$ cat config.mk
export PLATFORM = sky130hd
export DESIGN_NAME = pcl_loader
export DESIGN_NICKNAME = d
export VERILOG_FILES = /design/src/pcl_pkg.sv /design/src/pcl_loader.sv /design/src/pcl_sync2.sv
export SDC_FILE = /design/constraint.sdc
export NUM_CORES = 1
export LEC_CHECK = 0
export BUFFER_PORTS_ARGS = -buffer_cell sky130_fd_sc_hd__buf_2
export CORE_MARGIN = 5
export CORE_UTILIZATION = 60
export CTS_BUF_LIST = sky130_fd_sc_hd__clkbuf_8
export CTS_CLUSTER_DIAMETER = 80
export DETAILED_ROUTE_END_ITERATION = 16
export PLACE_DENSITY = 0.82
export SKIP_LAST_GASP = 1
export SYNTH_ARGS = -nofsm -noshare
export SYNTH_HDL_FRONTEND = slang
export SYNTH_SLANG_ARGS = --single-unit
$ cat constraint.sdc
create_clock -name i_mclk -period 6.5 [get_ports i_mclk]
set_clock_uncertainty 0.15 [all_clocks]
set_input_delay 0.65 -clock i_mclk [delete_from_list [all_inputs] [get_ports i_mclk]]
set_output_delay 0.65 -clock i_mclk [all_outputs]
set_load 0.02 [all_outputs]
$ cat src/pcl_pkg.sv
package pcl_pkg;
  // ------------------------------------------------------------
  // Register map (byte addresses)
  // ------------------------------------------------------------
  localparam logic [3:0] PCL_OFS_CTRL = 4'h0;
  localparam logic [3:0] PCL_OFS_LEN = 4'h4;
  localparam logic [3:0] PCL_OFS_STAT = 4'h8;
  localparam logic [3:0] PCL_OFS_WCNT = 4'hC;
  localparam int PCL_CTRL_W = 5;
  localparam logic [4:0] PCL_CTRL_RST = 5'h00;
  localparam logic [31:0] PCL_LEN_RST = 32'h0000_0100;

  // ------------------------------------------------------------
  // Timing figures and derived cycle counts
  // ------------------------------------------------------------
  localparam int PCL_CLK_PS = 10000;
  localparam int PCL_CF2ST_NS = 600;
  localparam int PCL_CF2ST_CYC = (PCL_CF2ST_NS * 1000) / PCL_CLK_PS;
  localparam int PCL_STATUS_MIN_US = 268;
  localparam int PCL_STATUS_MAX_US = 1506;
  localparam int PCL_UM_MIN_US = 175;
  localparam int PCL_UM_MAX_US = 437;
  localparam int PCL_STATUS_MIN_CYC =
    (PCL_STATUS_MIN_US * 1000000 + PCL_CLK_PS - 1) / PCL_CLK_PS;
  localparam int PCL_STATUS_MAX_CYC =
    (PCL_STATUS_MAX_US * 1000000) / PCL_CLK_PS;
  localparam int PCL_UM_MIN_CYC =
    (PCL_UM_MIN_US * 1000000 + PCL_CLK_PS - 1) / PCL_CLK_PS;
  localparam int PCL_UM_MAX_CYC = (PCL_UM_MAX_US * 1000000) / PCL_CLK_PS;
  localparam int PCL_CFG_CLOCK_MIN_PS = 8000;
  localparam int PCL_CU_PERIODS = 4;
  localparam int PCL_CU_CYC =
    (PCL_CU_PERIODS * PCL_CFG_CLOCK_MIN_PS + PCL_CLK_PS - 1) / PCL_CLK_PS;
  localparam int PCL_TINIT = 17408;
  localparam logic [1:0] PCL_DONE_FALLS = 2'h2;

  // ------------------------------------------------------------
  // Clock-to-data ratio minus one
  // ------------------------------------------------------------
  localparam logic [1:0] PCL_RM1_X1 = 2'h0;
  localparam logic [1:0] PCL_RM1_X2 = 2'h1;
  localparam logic [1:0] PCL_RM1_X4 = 2'h3;

  typedef enum logic [2:0] {
    PCL_ST_POR = 3'b000,
    PCL_ST_RST = 3'b001,
    PCL_ST_LOAD = 3'b010,
    PCL_ST_DONE = 3'b011,
    PCL_ST_INIT = 3'b100,
    PCL_ST_USER = 3'b101
  } pcl_state_t;

  typedef struct packed {
    logic init_done_en;
    logic use_user_clk;
    logic encrypt;
    logic compress;
    logic wide16;
  } pcl_ctrl_t;

  typedef struct packed {
    logic [15:0] data;
    logic user_clk;
    logic status_line;
    logic cfg_clock;
    logic reconfig_b;
  } pcl_pins_t;
endpackage : pcl_pkg

$ cat src/pcl_loader.sv
`timescale 1ns/10ps
module pcl_loader #(
  parameter int P_POR_CYC = pcl_pkg::PCL_STATUS_MIN_CYC,
  parameter int P_STATUS_MIN_CYC = pcl_pkg::PCL_STATUS_MIN_CYC,
  parameter int P_STATUS_MAX_CYC = pcl_pkg::PCL_STATUS_MAX_CYC,
  parameter int P_UM_CYC = pcl_pkg::PCL_UM_MIN_CYC,
  parameter int P_TINIT = pcl_pkg::PCL_TINIT
) (
  // Clock and reset
  input wire logic i_mclk,
  input wire logic i_rst_b,
  // Configuration pins
  input wire logic i_reconfig_b,
  input wire logic i_cfg_clock,
  input wire logic [15:0] i_cfg_data,
  input wire logic i_status_in,
  input wire logic i_user_init_clock,
  output logic o_status_out,
  output logic o_status_oe,
  output logic o_load_complete,
  output logic o_init_done,
  output logic o_user_mode,
  // Received words
  output logic [15:0] o_word,
  output logic o_word_vld,
  // Register port
  input wire logic [3:0] i_reg_addr,
  input wire logic [31:0] i_reg_wdata,
  input wire logic i_reg_wr,
  input wire logic i_reg_rd,
  output logic [31:0] o_reg_rdata
);
  localparam int CW = 18;
  localparam int UW = 15;

  pcl_pkg::pcl_pins_t pins_a;
  pcl_pkg::pcl_pins_t pins_s;
  pcl_pkg::pcl_state_t state_q;
  pcl_pkg::pcl_state_t state_d;
  pcl_pkg::pcl_ctrl_t ctrl_q;
  logic [31:0] len_q;
  logic [31:0] wcnt_q;
  logic [CW-1:0] cnt_q;
  logic [UW-1:0] ucnt_q;
  logic gate_ok_q;
  logic [1:0] phase_q;
  logic [1:0] rm1;
  logic [1:0] falls_q;
  logic cclk_q;
  logic ucl_q;
  logic cclk_rise;
  logic cclk_fall;
  logic ucl_rise;
  logic take_word;
  logic last_word;
  logic init_end;

  // ------------------------------------------------------------
  // Pin synchronisers and edge finding
  // ------------------------------------------------------------
  assign pins_a = '{data: i_cfg_data, user_clk: i_user_init_clock,
                    status_line: i_status_in, cfg_clock: i_cfg_clock,
                    reconfig_b: i_reconfig_b};

  pcl_sync2 #(.WIDTH($bits(pcl_pkg::pcl_pins_t))) u_sync (
    .i_mclk(i_mclk),
    .i_rst_b(i_rst_b),
    .i_async(pins_a),
    .o_sync(pins_s)
  );

  always_ff @(posedge i_mclk or negedge i_rst_b) begin
    if (!i_rst_b) begin
      cclk_q <= 1'b0;
      ucl_q <= 1'b0;
    end else begin
      cclk_q <= pins_s.cfg_clock;
      ucl_q <= pins_s.user_clk;
    end
  end

  assign cclk_rise = pins_s.cfg_clock & ~cclk_q;
  assign cclk_fall = ~pins_s.cfg_clock & cclk_q;
  assign ucl_rise = pins_s.user_clk & ~ucl_q;

  // ------------------------------------------------------------
  // Ratio and word sampling
  // ------------------------------------------------------------
  // ratio from width, compression and encryption
  always_comb begin
    if (ctrl_q.wide16) begin
      rm1 = ctrl_q.compress ? pcl_pkg::PCL_RM1_X4 :
            ctrl_q.encrypt ? pcl_pkg::PCL_RM1_X2 : pcl_pkg::PCL_RM1_X1;
    end else begin
      rm1 = ctrl_q.compress ? pcl_pkg::PCL_RM1_X2 : pcl_pkg::PCL_RM1_X1;
    end
  end

  // Clock edges while the status wire is held low elsewhere are ignored
  // sample on phase zero
  assign take_word = (state_q == pcl_pkg::PCL_ST_LOAD) && cclk_rise &&
                     pins_s.status_line && (phase_q == 2'h0);
  assign last_word = take_word && (wcnt_q + 32'h1 >= len_q);

  always_ff @(posedge i_mclk or negedge i_rst_b) begin
    if (!i_rst_b) begin
      phase_q <= 2'h0;
    end else if (state_q != pcl_pkg::PCL_ST_LOAD) begin
      phase_q <= 2'h0;
    end else if (cclk_rise && pins_s.status_line) begin
      phase_q <= (phase_q == rm1) ? 2'h0 : phase_q + 2'h1;
    end
  end

  always_ff @(posedge i_mclk or negedge i_rst_b) begin
    if (!i_rst_b) begin
      o_word <= 16'h0000;
      o_word_vld <= 1'b0;
    end else begin
      o_word_vld <= take_word;
      if (take_word) begin
        o_word <= ctrl_q.wide16 ? pins_s.data : {8'h00, pins_s.data[7:0]};
      end
    end
  end

  always_ff @(posedge i_mclk or negedge i_rst_b) begin
    if (!i_rst_b) begin
      wcnt_q <= 32'h0;
    end else if (state_q == pcl_pkg::PCL_ST_RST) begin
      wcnt_q <= 32'h0;
    end else if (take_word) begin
      wcnt_q <= wcnt_q + 32'h1;
    end
  end

  // ------------------------------------------------------------
  // Sequence
  // ------------------------------------------------------------
  assign init_end = ctrl_q.use_user_clk ?
    (gate_ok_q && ucl_rise && ucnt_q == UW'(P_TINIT - 1)) :
    (cnt_q == CW'(P_UM_CYC - 1));

  always_comb begin
    state_d = state_q;
    case (state_q)
      pcl_pkg::PCL_ST_POR: begin
        if (cnt_q == CW'(P_POR_CYC - 1)) begin
          state_d = pins_s.reconfig_b ? pcl_pkg::PCL_ST_LOAD :
                                        pcl_pkg::PCL_ST_RST;
        end
      end
      pcl_pkg::PCL_ST_RST: begin
        if (pins_s.reconfig_b && cnt_q >= CW'(P_STATUS_MIN_CYC - 1)) begin
          state_d = pcl_pkg::PCL_ST_LOAD;
        end
      end
      pcl_pkg::PCL_ST_LOAD: begin
        if (last_word) begin
          state_d = pcl_pkg::PCL_ST_DONE;
        end
      end
      pcl_pkg::PCL_ST_DONE: begin
        if (cclk_fall && falls_q == pcl_pkg::PCL_DONE_FALLS - 2'h1) begin
          state_d = pcl_pkg::PCL_ST_INIT;
        end
      end
      pcl_pkg::PCL_ST_INIT: begin
        if (init_end) begin
          state_d = pcl_pkg::PCL_ST_USER;
        end
      end
      pcl_pkg::PCL_ST_USER: begin
        state_d = pcl_pkg::PCL_ST_USER;
      end
      default: begin
        state_d = pcl_pkg::PCL_ST_POR;
      end
    endcase
    if (!pins_s.reconfig_b && state_q != pcl_pkg::PCL_ST_POR) begin
      state_d = pcl_pkg::PCL_ST_RST;
    end
  end

  always_ff @(posedge i_mclk or negedge i_rst_b) begin
    if (!i_rst_b) begin
      state_q <= pcl_pkg::PCL_ST_POR;
    end else begin
      state_q <= state_d;
    end
  end

  // Shared counter restarts on every state change; it saturates
  always_ff @(posedge i_mclk or negedge i_rst_b) begin
    if (!i_rst_b) begin
      cnt_q <= '0;
    end else if (state_d != state_q) begin
      cnt_q <= '0;
    end else if (cnt_q != '1) begin
      cnt_q <= cnt_q + CW'(1);
    end
  end

  always_ff @(posedge i_mclk or negedge i_rst_b) begin
    if (!i_rst_b) begin
      falls_q <= 2'h0;
    end else if (state_q != pcl_pkg::PCL_ST_DONE) begin
      falls_q <= 2'h0;
    end else if (cclk_fall) begin
      falls_q <= falls_q + 2'h1;
    end
  end

  always_ff @(posedge i_mclk or negedge i_rst_b) begin
    if (!i_rst_b) begin
      gate_ok_q <= 1'b0;
    end else if (state_q != pcl_pkg::PCL_ST_INIT) begin
      gate_ok_q <= 1'b0;
    end else if (cnt_q == CW'(pcl_pkg::PCL_CU_CYC - 1)) begin
      gate_ok_q <= 1'b1;
    end
  end

  always_ff @(posedge i_mclk or negedge i_rst_b) begin
    if (!i_rst_b) begin
      ucnt_q <= '0;
    end else if (!gate_ok_q) begin
      ucnt_q <= '0;
    end else if (ucl_rise) begin
      ucnt_q <= ucnt_q + UW'(1);
    end
  end

  // ------------------------------------------------------------
  // Pin outputs
  // ------------------------------------------------------------
  // status low fast
  always_ff @(posedge i_mclk or negedge i_rst_b) begin
    if (!i_rst_b) begin
      o_status_oe <= 1'b1;
      o_status_out <= 1'b0;
    end else begin
      o_status_oe <= (state_d == pcl_pkg::PCL_ST_POR) ||
                     (state_d == pcl_pkg::PCL_ST_RST);
      o_status_out <= 1'b0;
    end
  end

  always_ff @(posedge i_mclk or negedge i_rst_b) begin
    if (!i_rst_b) begin
      o_load_complete <= 1'b0;
      o_user_mode <= 1'b0;
    end else begin
      o_load_complete <= (state_d == pcl_pkg::PCL_ST_DONE) ||
                         (state_d == pcl_pkg::PCL_ST_INIT) ||
                         (state_d == pcl_pkg::PCL_ST_USER);
      o_user_mode <= state_d == pcl_pkg::PCL_ST_USER;
    end
  end

  always_ff @(posedge i_mclk or negedge i_rst_b) begin
    if (!i_rst_b) begin
      o_init_done <= 1'b1;
    end else begin
      o_init_done <= !(ctrl_q.init_done_en &&
                       (state_d == pcl_pkg::PCL_ST_DONE ||
                        state_d == pcl_pkg::PCL_ST_INIT));
    end
  end

  // ------------------------------------------------------------
  // Register port
  // ------------------------------------------------------------
  // Changing options mid-load corrupts the ratio; software must not
  always_ff @(posedge i_mclk or negedge i_rst_b) begin
    if (!i_rst_b) begin
      ctrl_q <= pcl_pkg::PCL_CTRL_RST;
      len_q <= pcl_pkg::PCL_LEN_RST;
    end else if (i_reg_wr) begin
      if (i_reg_addr == pcl_pkg::PCL_OFS_CTRL) begin
        ctrl_q <= i_reg_wdata[pcl_pkg::PCL_CTRL_W-1:0];
      end
      if (i_reg_addr == pcl_pkg::PCL_OFS_LEN) begin
        len_q <= i_reg_wdata;
      end
    end
  end

  always_ff @(posedge i_mclk or negedge i_rst_b) begin
    if (!i_rst_b) begin
      o_reg_rdata <= 32'h0;
    end else if (i_reg_rd) begin
      case (i_reg_addr)
        pcl_pkg::PCL_OFS_CTRL: o_reg_rdata <= {27'h0, ctrl_q};
        pcl_pkg::PCL_OFS_LEN: o_reg_rdata <= len_q;
        pcl_pkg::PCL_OFS_STAT: o_reg_rdata <= {26'h0, phase_q, 1'b0, state_q};
        pcl_pkg::PCL_OFS_WCNT: o_reg_rdata <= wcnt_q;
        default: o_reg_rdata <= 32'h0;
      endcase
    end else begin
      o_reg_rdata <= 32'h0;
    end
  end

  localparam int CF2ST_CYC = pcl_pkg::PCL_CF2ST_CYC;
  logic [CW-1:0] hi_cnt_q;

  always_ff @(posedge i_mclk or negedge i_rst_b) begin
    if (!i_rst_b) begin
      hi_cnt_q <= '0;
    end else if (!pins_s.reconfig_b || !o_status_oe) begin
      hi_cnt_q <= '0;
    end else if (hi_cnt_q != '1) begin
      hi_cnt_q <= hi_cnt_q + CW'(1);
    end
  end
endmodule : pcl_loader

$ cat src/pcl_sync2.sv
`timescale 1ns/10ps
module pcl_sync2 #(
  parameter int WIDTH = 1
) (
  // Clock and reset
  input wire logic i_mclk,
  input wire logic i_rst_b,
  // Data
  input wire logic [WIDTH-1:0] i_async,
  output logic [WIDTH-1:0] o_sync
);
  logic [WIDTH-1:0] meta_q;

  // Second stage is the only reader of the first
  always_ff @(posedge i_mclk or negedge i_rst_b) begin
    if (!i_rst_b) begin
      meta_q <= '0;
      o_sync <= '0;
    end else begin
      meta_q <= i_async;
      o_sync <= meta_q;
    end
  end
endmodule : pcl_sync2

==> implementation parameters <==
Parameter                              Value

Synth
  Syn nets ... 1044
  Number of instances in the synthesized netlist ... 947
  Number of synthesized flops with an enable pin ... 0
  Mean instance size in the synthesized netlist ... 10.2 um^2
  Unique masters post-synth ... between 60 and 70
  Synth Flop Type ... sky130_fd_sc_hd__dfrtp_1
  Number of synthesis warnings ... 0
  Fraction of registers with async set/reset ... between 90% and 100%
  Sequential-to-total area share from yosys stat ... a little over half
  Synthesized flop and latch total ... just over 200
  Total standard cell area after synthesis ... between 0.009 and 0.01 mm^2

Die
  Total Die Area ... ~0.019 mm^2
  Boundary Pins ... approximately 110
  Floorplan Core Area ... ~0.016 mm^2
  Chip Width ... 137 um
  Initial cell density of the core ... around three fifths
  Number of placement rows ... 46
  Die span in y ... 137 um

Worst setup path
  Worst setup SP type ... flip-flop
  Max Fanout on Critical Path ... 18
  Type of destination of the critical path ... flip-flop
  Slowest stage cell on the critical path ... sky130_fd_sc_hd__nor4_1
  Startpoint of the lowest-slack register-to-register path ... wcnt_q[2]
  WP data required ... 6.78 ns
  Number of buffer and inverter instances along the worst setup path ... 1
  Data arrival time of the critical path ... just under 5 ns
  Crit path launch ... wcnt_q[2]
  Highest cell delay on the worst timing path ... 0.74 ns
  Most numerous cell on the critical path ... sky130_fd_sc_hd__a221o_1
  Cell family contributing the most delay on the critical path ... simple AND/OR/NAND/NOR gates
  Critical path, cell by cell ... nand4_2, nor4_1, nand2_1, nor2_1, nand3_1, xnor2_1, ha_1, nand4_1, inv_1, a221o_1, a221o_1, nor4_4, a22oi_4, nor3_1
  Worst Setup Path Type ... reg2reg

Timing
  Post-route clock period utilization ... between 70% and 80%
  Post-route minimum period ... ~4.6 ns
  Maximum achievable frequency ... between 0.2 and 0.25 GHz
  Worst-case headroom to the max-slew limit ... about a quarter
  Worst Setup Slack, final ... ~1.9 ns
  Hold Vio Cnt, Final ... 0
  Final setup TNS ... 0 ns
  Unrepaired setup endpoints after global routing ... no
  Final Max Slew Viols ... 0
  # setup viols final ... 0
  Measured slew at the worst slew-check pin ... around 1.1 ns

Global routing
  Maximum number of pins on one net before global-route repair ... slightly above 80
  GRT Overall Usage ... 23.3%
  Leftover overflow at the end of global routing ... 0
  Number of global-route vias before repair ... around 7400
  Number of antenna violations at the first check in global routing ... 2
  First-pass GRT wire length ... 35200 um

Placed design
  Count of buffers inserted at the top-level ports ... 112
  Placer's final routability congestion estimate ... between 0.8 and 0.9
  Pre-CTS WS ... 1.98 ns
  HPWL after DPL ... ~14000 um

Routing
  Via count normalized by instance count ... 5.63
  Via count ... 7312
  Met3 WL post-DR ... ~1300 um
  Highest metal layer with signal wires ... met5
  # DRC ... 0
  Count of nets left with antenna violations after detail routing ... 0
  Met1 WL ... 9120 um
  Initial DRC count ... around 630
  Final wirelength ... about 21000 um
  Met2 Wirelength ... between 10000 and 15000 um
  Detailed-routing iteration count for the pre-antenna-repair pass ... 5
  Routed wirelength normalized by instance count ... roughly 16 um

Final layout
  Leading cell type in the layout, fill and taps excluded ... sky130_fd_sc_hd__dfrtp_1
  Area added between synthesis and finish ... 14.9%
  Inserted Diodes ... 0
  Number of nets in the layout ... ~1200
  Leading cell types in the layout, fill and taps excluded ... 202 x sky130_fd_sc_hd__dfrtp_1, 132 x sky130_fd_sc_hd__nand2_1, 111 x sky130_fd_sc_hd__buf_2, 89 x sky130_fd_sc_hd__nor2_1, 66 x sky130_fd_sc_hd__nand3_1
  Share of final-layout standard cells stronger than drive strength 1 ... 20.9%

Status
  Status ... finished, final reports clean

Clocking
  Maximum clock insertion buffer count ... 3
  Clock tree from TritonCTS ... yes
  Post-CTS Resized ... 0
  Clk pin slew, worst setup/hold paths ... approximately 0.060 ns
  Hold bufs inserted after CTS ... 0
  Number of sinks on the clock net ... around 210
  CTS Buf Count ... 35
  Clock H-tree levels ... 2
  Clock Root Buffer ... sky130_fd_sc_hd__clkbuf_8
  Setup Fix Bufs, Post-CTS ... 0
  Clk Latency, worst-skew pair ... between 0.5 and 0.6 ns

Power and ir drop
  Leak Pwr ... ~0.0055 uW
  Maximum resistive drop on vdd ... 0.207 mV
  Pwr Density ... about 260 mW/mm^2

Run
  Count of max-cap constraint violations ... 0

Hold path
  HP Class ... in2async
[flip-flops by register name (all words and copies together) (netlist names), 2 cells and up]
register       cells
state_q            3
u_sync.o_sync     20
wcnt_q            32
falls_q            2
len_q             32
phase_q            2
cnt_q             18
o_word            16
o_reg_rdata       32
u_sync.meta_q     20
ucnt_q            15
ctrl_q             5
[path summary, 6_finish.rpt]
kind | end | slack [ns] | cells after the start
worst max-delay path | cnt_q[4] | 1.93 | 14
worst min-delay path | len_q[5] | 0.008 | 1
worst max register to register | cnt_q[4] | 1.93 | 14
worst min register to register | u_sync.o_sync[5] | 0.20 | 0
max in group asynchronous | u_sync.o_sync[9] | 4.90 | 2
min in group i_mclk | u_sync.meta_q[13] | 0.09 | 1
[stage by stage]
step | utilization, % | instances | hold slack, ns | power [uW] | area, um^2
floorplan | - | 947 | 0.181 | 1580 | 9640
global route | 69.9 | 1298 | 0.0572 | 2980 | 11100
CTS | 69.9 | 1298 | 0.0352 | 2880 | 11100
finish | 69.9 | 1298 | 0.00825 | 2850 | 11100
global placement | 65.3 | 1237 | 0.181 | 1680 | 10300
detailed placement | 65.3 | 1237 | 0.185 | 1690 | 10300
[per-layer routing]
metal  vias to the layer above  global-route usage (%)
met5                         -                       0
met1                      3571                    30.6
met4                         4                    7.84
met2                       215                    38.7
li1                       3478                       -
met3                        44                    5.07
[synthesized netlist by cell type, types with 3 or more instances]
cell type / n / area share [%]
sky130_fd_sc_hd__nor2b_1: 6 / 0.39
sky130_fd_sc_hd__inv_1: 46 / 1.8
sky130_fd_sc_hd__dfrtp_1: 202 / 52
sky130_fd_sc_hd__a211oi_1: 3 / 0.23
sky130_fd_sc_hd__and3_1: 12 / 0.78
sky130_fd_sc_hd__nor2_1: 90 / 3.5
sky130_fd_sc_hd__nand3_1: 66 / 3.4
sky130_fd_sc_hd__a22oi_1: 28 / 2.2
sky130_fd_sc_hd__o22ai_1: 6 / 0.39
sky130_fd_sc_hd__and4_1: 8 / 0.73
sky130_fd_sc_hd__a21oi_1: 21 / 1.1
sky130_fd_sc_hd__xnor2_1: 33 / 3.0
sky130_fd_sc_hd__mux2i_1: 6 / 0.62
sky130_fd_sc_hd__buf_1: 9 / 0.35
sky130_fd_sc_hd__a311oi_1: 3 / 0.27
sky130_fd_sc_hd__dfstp_2: 3 / 0.82
sky130_fd_sc_hd__clkbuf_1: 29 / 1.1
sky130_fd_sc_hd__xor2_1: 22 / 2.0
sky130_fd_sc_hd__nand2b_1: 7 / 0.45
sky130_fd_sc_hd__nor4_1: 3 / 0.19
sky130_fd_sc_hd__and2_1: 16 / 1.0
sky130_fd_sc_hd__nand4_1: 17 / 1.1
sky130_fd_sc_hd__ha_1: 37 / 4.8
sky130_fd_sc_hd__nand2_1: 132 / 5.1
sky130_fd_sc_hd__o31ai_1: 8 / 0.62
sky130_fd_sc_hd__o21ai_0: 35 / 1.8
sky130_fd_sc_hd__mux2_2: 37 / 4.3
sky130_fd_sc_hd__buf_2: 4 / 0.21
sky130_fd_sc_hd__nor3_1: 12 / 0.62
[power by group]
part	leakage [uW]	switching, uW	total [uW]	internal (uW)
clock	0.000408	509	1180	674
sequential	0.00269	70.0	1430	1360
combinational	0.00241	130	240	109
[cell type report]
class / count / area, um^2
Sequential cell: 205 / 5130
Fill cell: 1200 / 4760
Timing Repair Buffer: 119 / 622
Clock inverter: 15 / 96.3
Multi-Input combinational cell: 650 / 4140
Clock buffer: 46 / 633
Tap cell: 216 / 270
Inverter: 47 / 176
[cells by family (layout without fill, tap and decap cells)]
logic type | after synthesis | count (layout) | share of synthesized area (%)
AO/OA/AOI/OAI | 124 | 124 | 8.56
XOR/XNOR | 55 | 55 | 5.00
adder cells (fa/ha/maj) | 37 | 37 | 4.80
buffers and inverters | 92 | 227 | 3.83
flip-flops | 205 | 205 | 53.3
multiplexers | 43 | 43 | 4.95
other | 1 | 1 | 0.0389
AND/OR/NAND/NOR | 390 | 390 | 19.6
Power figures use the tool's default switching activity.
